===== src/hdl/stop_brake_regs.vh =====
// Register offsets, field positions, reset values and timing counts
`ifndef STOP_BRAKE_REGS_VH
`define STOP_BRAKE_REGS_VH

// ----------------------------------------------------------------
// Register byte offsets
// ----------------------------------------------------------------
`define OFS_CONFIG       8'h00
`define OFS_STATUS       8'h04
`define OFS_INT_STATUS   8'h08
`define OFS_INT_MASK     8'h0c

// ----------------------------------------------------------------
// Config fields
// ----------------------------------------------------------------
`define CFG_HOLD_LSB     0
`define CFG_ABORT_BIT    2
`define CFG_GUARD_BIT    3
`define CFG_REFGATE_BIT  4
`define CFG_LIFTSRC_BIT  5
`define CFG_METRIC_BIT   6
`define CFG_WIDTH        7

// Hold source encodings
`define HOLD_TERMINAL    2'h0
`define HOLD_RUN_LOGIC   2'h1
`define HOLD_SERIAL      2'h2

// Reset config: terminal hold, English units defaults, fault, internal
`define CFG_RESET        7'h00
// Metric strap sets abort enable, reference gate and the metric bit
`define CFG_METRIC_SET   7'h54

// ----------------------------------------------------------------
// Interrupt bits
// ----------------------------------------------------------------
`define INT_FAULT_BIT    0
`define INT_ALARM_BIT    1
`define INT_STOP_BIT     2
`define INT_WIDTH        3

// ----------------------------------------------------------------
// Timing
// ----------------------------------------------------------------
`define CLK_PERIOD_NS    32'h0000_0004
`define DB_GRACE_S       32'h0000_000a
`define NS_PER_S         32'h3b9a_ca00
// Ten seconds of 4 ns cycles is 2500000000: past signed integer range, held only as 32-bit unsigned
`define DB_GRACE_CYCLES  (`DB_GRACE_S * (`NS_PER_S / `CLK_PERIOD_NS))

`endif


===== src/hdl/drive_stop_brake_sequencer.v =====
// Stop, speed reference and brake sequencing with braking switch guard
// Summary of operation
// - Run-logic hold keeps internal run until torque ramp-down stop completes.
// - Abort enable bit for profile generator; off in English, on in metric.
// - Braking switch only while regulator released, plus post-stop grace.
// - Braking switch allowed at most ten seconds after running ends.
// - Switch still on at expiry: force off, raise braking overvoltage event.
// - Guard bit reports the overvoltage event as fault or alarm; fault default.
// - Follow mode: reference release asserted together with regulator release.
// - Brake mode: reference release held until brake-lifted indication true.
// - Internal lift source requests lift on magnetizing current, else serial.
//
// Implementation choices: the address map and register access over AXI4-Lite.
`timescale 1ns/1ps
`include "stop_brake_regs.vh"

module drive_stop_brake_sequencer #(
    parameter [31:0] DB_GRACE_CYCLES = `DB_GRACE_CYCLES
) (
    // Clock and reset
    input  wire        aclk,
    input  wire        aresetn,
    // Unit strap, sampled after reset release
    input  wire        metric_units,
    // Drive pins from controller and drive core
    input  wire        run_terminal,
    input  wire        run_serial,
    input  wire        ramp_down_active,
    input  wire        reg_release,
    input  wire        mag_current_ok,
    input  wire        brake_lifted,
    input  wire        lift_serial,
    input  wire        db_demand,
    // Drive outputs
    output reg         run_internal,
    output reg         spd_ref_release,
    output reg         brake_lift_req,
    output reg         db_switch,
    output reg         fault_out,
    output reg         alarm_out,
    output reg         curve_abort_en,
    output reg         irq,
    // AXI4-Lite write address
    input  wire [7:0]  s_axi_awaddr,
    input  wire        s_axi_awvalid,
    output reg         s_axi_awready,
    // AXI4-Lite write data
    input  wire [31:0] s_axi_wdata,
    input  wire [3:0]  s_axi_wstrb,
    input  wire        s_axi_wvalid,
    output reg         s_axi_wready,
    // AXI4-Lite write response
    output reg  [1:0]  s_axi_bresp,
    output reg         s_axi_bvalid,
    input  wire        s_axi_bready,
    // AXI4-Lite read address
    input  wire [7:0]  s_axi_araddr,
    input  wire        s_axi_arvalid,
    output reg         s_axi_arready,
    // AXI4-Lite read data
    output reg  [31:0] s_axi_rdata,
    output reg  [1:0]  s_axi_rresp,
    output reg         s_axi_rvalid,
    input  wire        s_axi_rready
);

    // ----------------------------------------------------------------
    // Input synchronisers
    // ----------------------------------------------------------------
    reg [9:0] meta_reg;
    reg [9:0] sync_reg;
    reg       strap_done_reg;
    always @(posedge aclk) begin
        if (!aresetn) begin
            meta_reg <= 10'h000;
            sync_reg <= 10'h000;
        end else begin
            // Bit 0 marks when sync holds real pin data, not reset zeros
            meta_reg <= {metric_units, run_terminal, run_serial,
                         ramp_down_active, reg_release, mag_current_ok,
                         brake_lifted, lift_serial, db_demand, 1'b1};
            sync_reg <= meta_reg;
        end
    end
    wire s_metric  = sync_reg[9];
    wire s_run_tb  = sync_reg[8];
    wire s_run_ser = sync_reg[7];
    wire s_ramp    = sync_reg[6];
    wire s_reg_rel = sync_reg[5];
    wire s_mag     = sync_reg[4];
    wire s_brk_up  = sync_reg[3];
    wire s_lift_sr = sync_reg[2];
    wire s_db_dem  = sync_reg[1];

    // ----------------------------------------------------------------
    // Registers
    // ----------------------------------------------------------------
    reg  [`CFG_WIDTH-1:0] config_reg;
    reg  [`INT_WIDTH-1:0] int_status_reg;
    reg  [`INT_WIDTH-1:0] int_mask_reg;
    wire [1:0] hold_src  = config_reg[`CFG_HOLD_LSB+1:`CFG_HOLD_LSB];
    wire guard_alarm     = config_reg[`CFG_GUARD_BIT];
    wire gate_on_brake   = config_reg[`CFG_REFGATE_BIT];
    wire lift_from_ser   = config_reg[`CFG_LIFTSRC_BIT];

    // ----------------------------------------------------------------
    // Run hold
    // ----------------------------------------------------------------
    // External run command from whichever source is configured
    wire ext_run = (hold_src == `HOLD_SERIAL) ? s_run_ser : s_run_tb;
    // Run-logic hold stretches run over the ramp-down
    wire run_next = ext_run ||
                    ((hold_src == `HOLD_RUN_LOGIC) && run_internal &&
                     s_ramp);

    // ----------------------------------------------------------------
    // Braking switch guard
    // ----------------------------------------------------------------
    reg  [31:0] grace_cnt_reg;
    reg         expired_reg;
    wire        grace_done = (grace_cnt_reg >= DB_GRACE_CYCLES - 32'h1);
    wire        db_allow   = s_reg_rel || !expired_reg;
    wire        trip       = !s_reg_rel && !expired_reg &&
                             grace_done && db_switch;
    wire        stop_edge  = run_internal && !run_next;

    // ----------------------------------------------------------------
    // AXI4-Lite slave
    // ----------------------------------------------------------------
    reg        aw_have_reg;
    reg        w_have_reg;
    reg [7:0]  aw_addr_reg;
    reg [31:0] w_data_reg;
    reg [3:0]  w_strb_reg;
    wire do_write = aw_have_reg && w_have_reg && !s_axi_bvalid;
    wire [31:0] wmask = {{8{w_strb_reg[3]}}, {8{w_strb_reg[2]}},
                         {8{w_strb_reg[1]}}, {8{w_strb_reg[0]}}};
    wire [31:0] wval  = w_data_reg & wmask;
    wire wr_cfg  = do_write && aw_addr_reg == `OFS_CONFIG;
    wire wr_ints = do_write && aw_addr_reg == `OFS_INT_STATUS;
    wire wr_mask = do_write && aw_addr_reg == `OFS_INT_MASK;
    wire wr_ok   = wr_cfg || wr_ints || wr_mask ||
                   aw_addr_reg == `OFS_STATUS;

    // Byte address forced to a word boundary; sub-word bits ignored
    function [7:0] word_addr;
        input [7:0] addr;
        begin
            word_addr = {addr[7:2], 2'h0};
        end
    endfunction

    function [31:0] read_word;
        input [7:0] addr;
        begin
            case (addr)
                `OFS_CONFIG:     read_word = {25'h0, config_reg};
                `OFS_STATUS:     read_word = {25'h0, expired_reg,
                                    db_switch, brake_lift_req,
                                    spd_ref_release, run_internal,
                                    fault_out, alarm_out};
                `OFS_INT_STATUS: read_word = {29'h0, int_status_reg};
                `OFS_INT_MASK:   read_word = {29'h0, int_mask_reg};
                default:         read_word = 32'h0000_0000;
            endcase
        end
    endfunction

    function addr_ok;
        input [7:0] addr;
        begin
            addr_ok = (addr == `OFS_CONFIG) || (addr == `OFS_STATUS) ||
                      (addr == `OFS_INT_STATUS) ||
                      (addr == `OFS_INT_MASK);
        end
    endfunction

    always @(posedge aclk) begin
        if (!aresetn) begin
            s_axi_awready <= 1'b0;
            s_axi_wready  <= 1'b0;
            s_axi_bvalid  <= 1'b0;
            s_axi_bresp   <= 2'h0;
            s_axi_arready <= 1'b0;
            s_axi_rvalid  <= 1'b0;
            s_axi_rresp   <= 2'h0;
            s_axi_rdata   <= 32'h0000_0000;
            aw_have_reg   <= 1'b0;
            w_have_reg    <= 1'b0;
            aw_addr_reg   <= 8'h00;
            w_data_reg    <= 32'h0000_0000;
            w_strb_reg    <= 4'h0;
        end else begin
            s_axi_awready <= !aw_have_reg && !s_axi_awready &&
                             s_axi_awvalid;
            s_axi_wready  <= !w_have_reg && !s_axi_wready && s_axi_wvalid;
            if (s_axi_awvalid && s_axi_awready) begin
                aw_have_reg <= 1'b1;
                aw_addr_reg <= word_addr(s_axi_awaddr);
            end
            if (s_axi_wvalid && s_axi_wready) begin
                w_have_reg <= 1'b1;
                w_data_reg <= s_axi_wdata;
                w_strb_reg <= s_axi_wstrb;
            end
            if (do_write) begin
                aw_have_reg  <= 1'b0;
                w_have_reg   <= 1'b0;
                s_axi_bvalid <= 1'b1;
                s_axi_bresp  <= wr_ok ? 2'h0 : 2'h2;
            end else if (s_axi_bvalid && s_axi_bready) begin
                s_axi_bvalid <= 1'b0;
            end
            s_axi_arready <= !s_axi_arready && !s_axi_rvalid &&
                             s_axi_arvalid;
            if (s_axi_arvalid && s_axi_arready) begin
                s_axi_rvalid <= 1'b1;
                s_axi_rdata  <= read_word(word_addr(s_axi_araddr));
                s_axi_rresp  <= addr_ok(word_addr(s_axi_araddr)) ?
                                2'h0 : 2'h2;
            end else if (s_axi_rvalid && s_axi_rready) begin
                s_axi_rvalid <= 1'b0;
            end
        end
    end

    // ----------------------------------------------------------------
    // Sequencing and guard state
    // ----------------------------------------------------------------
    // Events: trip as fault or alarm, and each completed stop
    wire [`INT_WIDTH-1:0] ev = {stop_edge, trip && guard_alarm,
                                trip && !guard_alarm};

    always @(posedge aclk) begin
        if (!aresetn) begin
            config_reg      <= `CFG_RESET;
            strap_done_reg  <= 1'b0;
            int_status_reg  <= {`INT_WIDTH{1'b0}};
            int_mask_reg    <= {`INT_WIDTH{1'b0}};
            run_internal    <= 1'b0;
            spd_ref_release <= 1'b0;
            brake_lift_req  <= 1'b0;
            db_switch       <= 1'b0;
            fault_out       <= 1'b0;
            alarm_out       <= 1'b0;
            curve_abort_en  <= 1'b0;
            irq             <= 1'b0;
            grace_cnt_reg   <= 32'h0;
            expired_reg     <= 1'b0;
        end else begin
            // Strap is caught once, when the fill marker reaches sync
            strap_done_reg <= strap_done_reg | sync_reg[0];
            if (!strap_done_reg && sync_reg[0] && s_metric) begin
                config_reg <= config_reg | `CFG_METRIC_SET;
            end else if (wr_cfg) begin
                config_reg <= wval[`CFG_WIDTH-1:0];
            end
            if (wr_mask) begin
                int_mask_reg <= wval[`INT_WIDTH-1:0];
            end
            // Set wins over a write-one clear in the same cycle
            int_status_reg <= (int_status_reg &
                               ~(wr_ints ? wval[`INT_WIDTH-1:0] :
                                 {`INT_WIDTH{1'b0}})) | ev;
            irq <= |(((int_status_reg | ev)) & int_mask_reg);

            run_internal   <= run_next;
            curve_abort_en <= config_reg[`CFG_ABORT_BIT];
            spd_ref_release <= s_reg_rel &&
                               (!gate_on_brake || s_brk_up);
            brake_lift_req  <= lift_from_ser ? s_lift_sr
                                             : s_mag;

            // Grace counter runs only while stopped
            if (s_reg_rel) begin
                grace_cnt_reg <= 32'h0;
                expired_reg   <= 1'b0;
            end else if (!expired_reg) begin
                if (grace_done) begin
                    expired_reg <= 1'b1;
                end else begin
                    grace_cnt_reg <= grace_cnt_reg + 32'h1;
                end
            end
            // Expiry forces switch off and keeps it off until next run
            db_switch <= s_db_dem && db_allow && !trip;
            // Fault and alarm both latch until running again
            if (trip && !guard_alarm) begin
                fault_out <= 1'b1;
            end else if (s_reg_rel) begin
                fault_out <= 1'b0;
            end
            if (trip && guard_alarm) begin
                alarm_out <= 1'b1;
            end else if (s_reg_rel) begin
                alarm_out <= 1'b0;
            end
        end
    end

endmodule


===== config.mk =====
export PLATFORM = sky130hd
export DESIGN_NAME = drive_stop_brake_sequencer
export DESIGN_NICKNAME = d
export VERILOG_FILES = /design/src/hdl/drive_stop_brake_sequencer.v
export VERILOG_INCLUDE_DIRS = /design/src /design/src/hdl
export SDC_FILE = /design/constraint.sdc
export NUM_CORES = 1
export LEC_CHECK = 0
export BUFFER_PORTS_ARGS = -buffer_cell sky130_fd_sc_hd__buf_2
export CAP_MARGIN = 20
export CORE_ASPECT_RATIO = 0.9
export CORE_MARGIN = 2
export CORE_UTILIZATION = 48
export DETAILED_ROUTE_END_ITERATION = 12
export PLACE_DENSITY = 0.81
export SYNTH_ARGS = -nofsm -noshare
export SYNTH_HDL_FRONTEND = slang
export SYNTH_SLANG_ARGS = --single-unit

===== constraint.sdc =====
create_clock -name aclk -period 2 [get_ports aclk]
set_input_delay 0.4 -clock aclk [delete_from_list [all_inputs] [get_ports aclk]]
set_output_delay 0.4 -clock aclk [all_outputs]
set_load 0.1 [all_outputs]

Yosys cells after proc, flatten, opt, wreduce, memory -nomap -nowiden
Cells that the tools add are included.
{"block": "word_totals", "in_bits": 68, "out_inout_bits": 49, "reg_bits": 132}
{"block": "classes", "mux": 18, "bitwise_logic": 11, "eq_ne": 8, "add_sub_neg": 1, "reduce_logical": 64, "n_lt_le_gt_ge": 1}
{"cell": "adder 32 x 1 -> 32 bit (second input constant)", "count": 1}
{"cell": ">= comparator 32 bit (second input constant)", "count": 1}
{"cell": "logical AND 1 bit", "count": 29}
{"cell": "one-hot mux 7 bit (4 select lines)", "count": 1}
{"cell": "== test 6 x 2 -> 1 bit (second input constant)", "count": 4}
{"cell": "logical NOT 1 bit", "count": 14}
{"cell": "2-to-1 mux 7 bit", "count": 2}
{"cell": "== test 6 x 1 -> 1 bit (second input constant)", "count": 2}
{"cell": "2-to-1 mux 1 bit", "count": 12}
{"cell": "nonzero test 2 bit", "count": 5}
{"cell": "logical OR 1 bit", "count": 9}
{"cell": "logical NOT 8 bit", "count": 1}
{"cell": "bitwise AND 7 bit", "count": 1}
{"cell": "bitwise AND 3 bit", "count": 2}
{"cell": "logical NOT 6 bit", "count": 1}
{"cell": "bitwise OR 3 bit", "count": 2}
{"cell": "2-to-1 mux 2 bit", "count": 2}
{"cell": "inverter 1 bit", "count": 4}
{"cell": "AND reduction 2 bit", "count": 2}
{"cell": "OR reduction 2 bit", "count": 2}
{"cell": "2-to-1 mux 3 bit", "count": 1}
{"cell": "inverter 3 bit", "count": 1}
{"cell": "OR reduction 3 bit", "count": 1}
{"cell": "== test 2 x 1 -> 1 bit (second input constant)", "count": 1}
{"cell": "other kinds (2)", "count": 2}

Depth between registers and ports, before layout
Gate-level depths: netlist (run 1).
{"block": "depth", "depth_word": 9, "mapped_depth": 9}

Least setup slack after synthesis (run 1)
OpenSTA, ideal clock, no wires.
{"block": "synth_timing", "kind": "flip-flop to flip-flop", "startpoint": "register s_axi_bvalid", "endpoint": "register int_mask_reg[0]", "setup_slack_ps": 34, "setup_ps": 76, "stages_incl_launch_ff": 7, "t_arrival_ps": 1890, "synth_period_minus_slack_ps": 1966, "path_cell_list": "dfxtp_1 nand3b_1 nor2_1 and3_1 clkbuf_1 nand2b_1 a21boi_0"}
{"block": "synth_via", "elab_chain_cells": 3}
{"element": "start: declaration", "line_no": "drive_stop_brake_sequencer.v:54", "source": "output reg s_axi_bvalid,"}
{"element": "start signal: assignment", "line_no": "drive_stop_brake_sequencer.v:182", "source": "s_axi_bvalid <= 1'b0;"}
{"element": "start signal: assignment", "line_no": "drive_stop_brake_sequencer.v:209", "source": "s_axi_bvalid <= 1'b1;"}
{"element": "start signal: assignment", "line_no": "drive_stop_brake_sequencer.v:212", "source": "s_axi_bvalid <= 1'b0;"}
{"element": "logical NOT 1 bit", "line_no": "drive_stop_brake_sequencer.v:135", "source": "wire do_write = aw_have_reg && w_have_reg && !s_axi_bvalid;"}
{"element": "logical AND 1 bit", "line_no": "drive_stop_brake_sequencer.v:135"}
{"element": "logical AND 1 bit (no line)"}
{"element": "end signal: assignment", "line_no": "drive_stop_brake_sequencer.v:239", "source": "int_mask_reg <= {`INT_WIDTH{1'b0}};"}
{"element": "end signal: assignment", "line_no": "drive_stop_brake_sequencer.v:259", "source": "int_mask_reg <= wval[`INT_WIDTH-1:0];"}
{"element": "end: declaration", "line_no": "drive_stop_brake_sequencer.v:100", "source": "reg [`INT_WIDTH-1:0] int_mask_reg;"}
Every way passes these cells.
A chain may end at the register's enable or synchronous reset.

Final worst setup path (run 1)
{"block": "layout_timing", "startpoint": "register grace_cnt_reg[27]", "endpoint": "register grace_cnt_reg[12]"}
{"block": "layout_via", "elab_chain_cells": 3}
{"element": "start: declaration", "line_no": "drive_stop_brake_sequencer.v:119", "source": "reg [31:0] grace_cnt_reg;"}
{"element": "start signal: assignment", "line_no": "drive_stop_brake_sequencer.v:282", "source": "grace_cnt_reg <= grace_cnt_reg + 32'h1;"}
{"element": ">= comparator 32 bit", "line_no": "drive_stop_brake_sequencer.v:121", "source": "wire grace_done = (grace_cnt_reg >= DB_GRACE_CYCLES - 32'h1);"}
{"element": "inverter 1 bit (no line)"}
{"element": "AND reduction 2 bit (no line)"}
Every way passes these cells.

==> results of run 1 <==
## per-layer routing
layer,global-route usage [%],routed length (um),vias up
met5,0,0,-
met4,5.72,138,0
met3,4.47,475,14
met2,33.7,5250,110
met1,25.9,4610,1831
li1,-,-,1942
## cell usage after synthesis, types with 5 or more instances
library cell / count
nor2b_1: 10
nor2_1: 30
and2_1: 28
dfxtp_1: 105
clkbuf_1: 16
buf_4: 28
nand2b_1: 8
a21boi_0: 33
nand4_1: 16
xnor2_1: 14
or3_1: 9
nand2_1: 62
inv_1: 11
nand3_1: 17
o21ai_0: 22
nor3_1: 11
a21oi_1: 17
nor4_1: 5
## report_power, final
part | internal, uW | switching, uW
clock network | 517 | 841
registers | 2140 | 32.0
logic | 87.7 | 370
total | 2740 | 1240
## area by class of cell
type,instances,area share (%)
clock buffer,9,2.18
tap,126,2.77
inverter,11,0.725
multi-input combinational,378,44.3
clock inverter,7,1.52
timing repair buffer,102,11.5
sequential,105,37.0
## kinds of logic after synthesis
| logic type | share of synthesized area, % |
|---|---|
| simple gates | 28.3 |
| flops | 44.4 |
| compound gates | 13.3 |
| buf+inv | 7.57 |
| xor+xnor | 2.78 |
| mux | 3.23 |
| fa+ha+maj | 0.265 |
| other cells | 0.0793 |
## stage by stage
| step | worst slack, ns | cell area, um2 | setup TNS (ns) | std cells |
|---|---|---|---|---|
| after floorplan | 0.0344 | 4830 | 0 | 544 |
| after global placement | -0.00696 | 5270 | -0.00696 | 719 |
| after detailed placement | -0.0517 | 5270 | -0.165 | 719 |
| after CTS | -0.0263 | 5550 | -0.0263 | 735 |
| after global routing | -0.189 | 5690 | -3.66 | 738 |
| final | -0.0495 | 5690 | -0.202 | 738 |
## path summary, 6_finish.rpt
path | from | endpoint | slack [ns] | cells after the start
max | grace_cnt_reg[27] | grace_cnt_reg[12] | -0.05 | 8
min reg2reg | meta_reg[4] | sync_reg[4] | 0.44 | 1
min | ramp_down_active | meta_reg[6] | 0.22 | 2
max reg2reg | grace_cnt_reg[27] | grace_cnt_reg[12] | -0.05 | 8
## repair_timing
item / in CTS / in global routing
cloned: 0 / 1
hold buffers: 0 / 0
pin swaps: 4 / 9
resized for setup: 14 / 23
setup endpoints to repair: 18 / 35
setup buffers: 0 / 2
==> flow_summary.json, run 1 <==
{
  "status": "finished, violations left",
  "violations": "negative setup slack",
  "seq_area_um2": 2110,
  "routed_wl_um": 10500,
  "hold_path_class": "in2reg",
  "ys_seq_area_share_pct": 44.4,
  "multi_input_area_um2": 2520,
  "nFillCells": 808,
  "ant_nets": 0,
  "p_leak_uw": 0.00223,
  "drtIter0Drc": 158,
  "cap_viol_max_count": 0,
  "synth_cell_type_count": 59,
  "crit_top_cell": "buf_4",
  "clock-root-buffer": "clkbuf_8",
  "grt_max_degree": 71,
  "clk_latency_ns": 0.38,
  "ys.flop_type": "dfxtp_1",
  "synth.avg_cell_area_um2": 9.13,
  "area_growth_pct": 20.3,
  "setup_viol": 11,
  "numPortBuffers": 57,
  "die_area_um2": 10700,
  "min_period_ns": 2.05,
  "die_w_um": 109,
  "synth_area_leaders": "dfxtp_1 44%, a21boi_0 5.2%, nand2_1 4.9%",
  "crit_path_top_delay_cell": "dfxtp_2",
  "slew_viol_final": 0,
  "final_nets": 676,
  "antenna_found_initial": 0,
  "drc_errors": 0,
  "core_um2": 9610,
  "die_h_um": 98.2,
  "grt_setup_unrepaired": "true",
  "viasPerCell": 5.28,
  "place_congestion": 0.829,
  "max-vdd-ir-drop_mv": 0.376,
  "synth-seq-cells": 105,
  "cp.arrival_ns": 2.31,
  "dpl.hpwl_um": 7310,
  "worstSetupPathType": "reg2reg",
  "wl_per_cell_um": 14.2,
  "layout_common_cells": "101 x dfxtp_1, 61 x nand2_1, 57 x buf_2, 42 x buf_4, 30 x a21boi_0",
  "start_util_pct": 49.2,
  "synth_top_area_cell": "dfxtp_1",
  "rows": 34,
  "cts_buffers": 9,
  "end_kind": "flip-flop",
  "drive_above_1_share_pct": 27.0,
  "cts_num_sinks": 105,
  "fmax_ghz": 0.488,
  "post-route-period-util_pct": 102,
  "largest_reg_flops": 32,
  "grt_pass1_wl_um": 17200,
  "total_power_uw": 3980,
  "cp_top_family": "simple AND/OR/NAND/NOR gates",
  "critPathMaxStageDelay_ns": 0.34,
  "cp_data_required_time_ns": 2.26,
  "synth_top_area_share_pct": 44.4,
  "synth_edf_count": 0,
  "yosysWarnings": 0,
  "finClkSkew_ns": 0.0199,
  "clock_path_buffers": 2,
  "holdWs_ns": 0.220,
  "cp_cell_sequence": "and4bb_1 > nand4_1 > buf_4 > o41ai_2 > buf_4 > nor3_4 > xnor2_1 > nor2_1",
  "diodes": 0,
  "power_density_nw_per_um2": 700,
  "synth_area_um2": 4730,
  "overflow": 0,
  "tightest_slew_ns": 0.537,
  "slew_headroom_pct": 64.1,
  "drt-pass1-iter-count": 5,
  "cp_max_fo": 6,
  "grt_use_total_pct": 20.1,
  "finalHoldViolations": 0,
  "crit_buf_inv": 2,
  "cts_tree": "yes",
  "cp-start-kind": "flip-flop",
  "ios": 117,
  "mostFrequentLayoutCell": "dfxtp_1",
  "clk_pin_slew_ns": 0.11,
  "async_flop_share_pct": 0,
  "synth_cells": 518,
  "vias": 3897,
  "ctsHtreeMaxLevel": 3,
  "setup_slack_ns": -0.0495,
  "grt_pass1_vias": 3779,
  "final_util_pct": 59.2
}
No activity file was read; power rests on OpenSTA's default activity.
==> inputs of run 2 (changes only) <==
--- a/config.mk
+++ b/config.mk
@@ -9,7 +9,7 @@
 export BUFFER_PORTS_ARGS = -buffer_cell sky130_fd_sc_hd__buf_2
 export CAP_MARGIN = 20
 export CORE_ASPECT_RATIO = 0.9
-export CORE_MARGIN = 2
+export CORE_MARGIN = 1
 export CORE_UTILIZATION = 48
 export DETAILED_ROUTE_END_ITERATION = 12
 export PLACE_DENSITY = 0.81
==> flow_summary.json, run 2 (same netlist as run 1, synthesis figures left out) <==
{
  "finalHoldViolations": 0,
  "clock_path_buffers": 2,
  "place_congestion": 0.813,
  "ios": 117,
  "tightest_slew_ns": 0.530,
  "endpoint": "grace_cnt_reg[24]",
  "power_density_nw_per_um2": 676,
  "mostFrequentLayoutCell": "dfxtp_1",
  "setup_viol": 24,
  "grt_setup_unrepaired": "true",
  "wl_per_cell_um": 15.0,
  "layout_common_cells": "101 x dfxtp_1, 60 x nand2_1, 57 x buf_2, 41 x buf_4, 30 x nor2_1",
  "r2r_slack_ns": -0.11,
  "worstSetupPathType": "reg2reg",
  "die_h_um": 96.2,
  "grt_busiest_layer": "met2",
  "max-vdd-ir-drop_mv": 0.517,
  "critPathMaxStageDelay_ns": 0.39,
  "combinationalPowerShare_pct": 12.0,
  "viasPerCell": 5.38,
  "cp.arrival_ns": 2.42,
  "nFillCells": 760,
  "clk_pin_slew_ns": 0.10,
  "r2r-start": "grace_cnt_reg[4]",
  "cp_data_required_time_ns": 2.30,
  "die_area_um2": 10300,
  "start_util_pct": 50.7,
  "grt_pass1_vias": 3773,
  "clk_latency_ns": 0.38,
  "largest_reg_flops": 32,
  "drt-pass1-iter-count": 4,
  "met1_usage_pct": 28.1,
  "drtIter0Drc": 210,
  "power.switching_uw": 1160,
  "cp_cell_sequence": "nand4_1 > nor4b_1 > buf_4 > nand4_1 > buf_6 > or3_1 > a21oi_2",
  "r2r-end": "grace_cnt_reg[24]",
  "fmax_ghz": 0.474,
  "numPortBuffers": 57,
  "cts_num_sinks": 105,
  "grt_use_total_pct": 21.8,
  "overflow": 0,
  "cts_tree": "yes",
  "grt_pass1_wl_um": 17500,
  "seq_power_share_pct": 55.7,
  "end_kind": "flip-flop",
  "startpoint": "grace_cnt_reg[4]",
  "clock-root-buffer": "clkbuf_8",
  "final_util_pct": 61.7,
  "hold_path_class": "in2reg",
  "diodes": 0,
  "reg2reg_depth": 7,
  "p_sw_share_pct": 29.8,
  "cp_max_fo": 8,
  "routed_wl_um": 11100,
  "dpl.hpwl_um": 7520,
  "crit_path_top_delay_cell": "nor4b_1",
  "finClkSkew_ns": 0.0143,
  "vias": 3973,
  "post-route-period-util_pct": 106,
  "gr-usage-met3_pct": 6.09,
  "cts_buffers": 9,
  "core_um2": 9330,
  "setup_slack_ns": -0.111,
  "clockPowerShare_pct": 32.3,
  "holdWs_ns": 0.233,
  "final_nets": 681,
  "rows": 33,
  "die_w_um": 107,
  "min_period_ns": 2.11,
  "antenna_found_initial": 1,
  "drc_errors": 0,
  "area_growth_pct": 21.7,
  "grt_max_degree": 72,
  "slew_viol_final": 0,
  "grt_use_met2_pct": 34.4,
  "slew_headroom_pct": 64.7,
  "cap_viol_max_count": 0,
  "p_leak_uw": 0.00225,
  "drive_above_1_share_pct": 29.0,
  "ant_nets": 0,
  "crit_top_cell": "nand4_1",
  "violations": "negative setup slack",
  "ctsHtreeMaxLevel": 3,
  "cellInternalPower_uw": 2730,
  "status": "finished, violations left",
  "cp-start-kind": "flip-flop"
}
[run 2: cell types whose count changed in the layout (fill, tap and decap cells not counted), moves of 3 or more]
| cell | previous run | this run |
|---|---|---|
| buf_6 | 1 | 8 |
| a21oi_1 | 17 | 13 |
| a21oi_2 | 0 | 4 |
| a21boi_0 | 30 | 27 |
| a21boi_2 | 1 | 4 |
| inv_8 | 4 | 1 |
[run 2: worst min path at each step]
stage,depth (start not counted),startpoint,slack (ns),endpoint
CTS,2,ramp_down_active,0.21,meta_reg[6]
finish,2,ramp_down_active,0.23,meta_reg[6]
detailed placement,1,meta_reg[1],0.42,sync_reg[1]
floorplan,2,sync_reg[3],0.41,spd_ref_release
global route,2,run_terminal,0.21,meta_reg[8]
global placement,1,meta_reg[0],0.41,sync_reg[0]
[run 2: cell type report]
type                            count  area, um2  share of cell area (%)
Multi-Input combinational cell    378       2560                    44.5
Timing Repair Buffer              107        703                    12.2
Inverter                           11       41.3                   0.717
Clock buffer                       11        141                    2.46
Tap cell                          122        153                    2.65
Clock inverter                      5       45.0                   0.782
Sequential cell                   105       2110                    36.7
[run 2: worst max-delay path: cells and delay by family (launching register included)]
kind | cells | cell delay, ns
compound gates | 1 | 0.15
buf+inv | 2 | 0.41
flops | 1 | 0.35
simple gates | 4 | 1.13
[run 2: power by group through the flow]
stage,sequential [uW],clock [uW],combinational (uW)
floorplan,2260,0,371
global placement,2210,0,454
detailed placement,2220,0,460
CTS,2170,1290,461
global route,2170,1370,493
finish,2170,1260,468
[run 2: through the flow]
stage	TNS [ns]	setup WS, ns	std cells	cell area (um2)	power [uW]
after global placement	-0.0408	-0.0276	714	5270	2670
after global routing	-3.99	-0.186	739	5760	4040
after floorplan	0	0.0344	544	4830	2640
final	-1.12	-0.111	739	5760	3890
after detailed placement	-0.555	-0.0875	714	5270	2680
after CTS	-0.0112	-0.00512	733	5550	3920
[run 2: repair_timing]
action | in CTS | in global routing
setup endpoints to repair | 28 | 41
pin swaps | 6 | 20
endpoints found under the hold margin | 0 | 0
hold buffers | 0 | 0
setup buffers | 3 | 6
resized for setup | 15 | 42
[run 2: metal layers]
layer | vias to the layer above | part of all wire [%]
met2 | 139 | 48
met5 | - | 0.072
met1 | 1862 | 45
met4 | 2 | 1.8
met3 | 22 | 5.5
li1 | 1948 | -
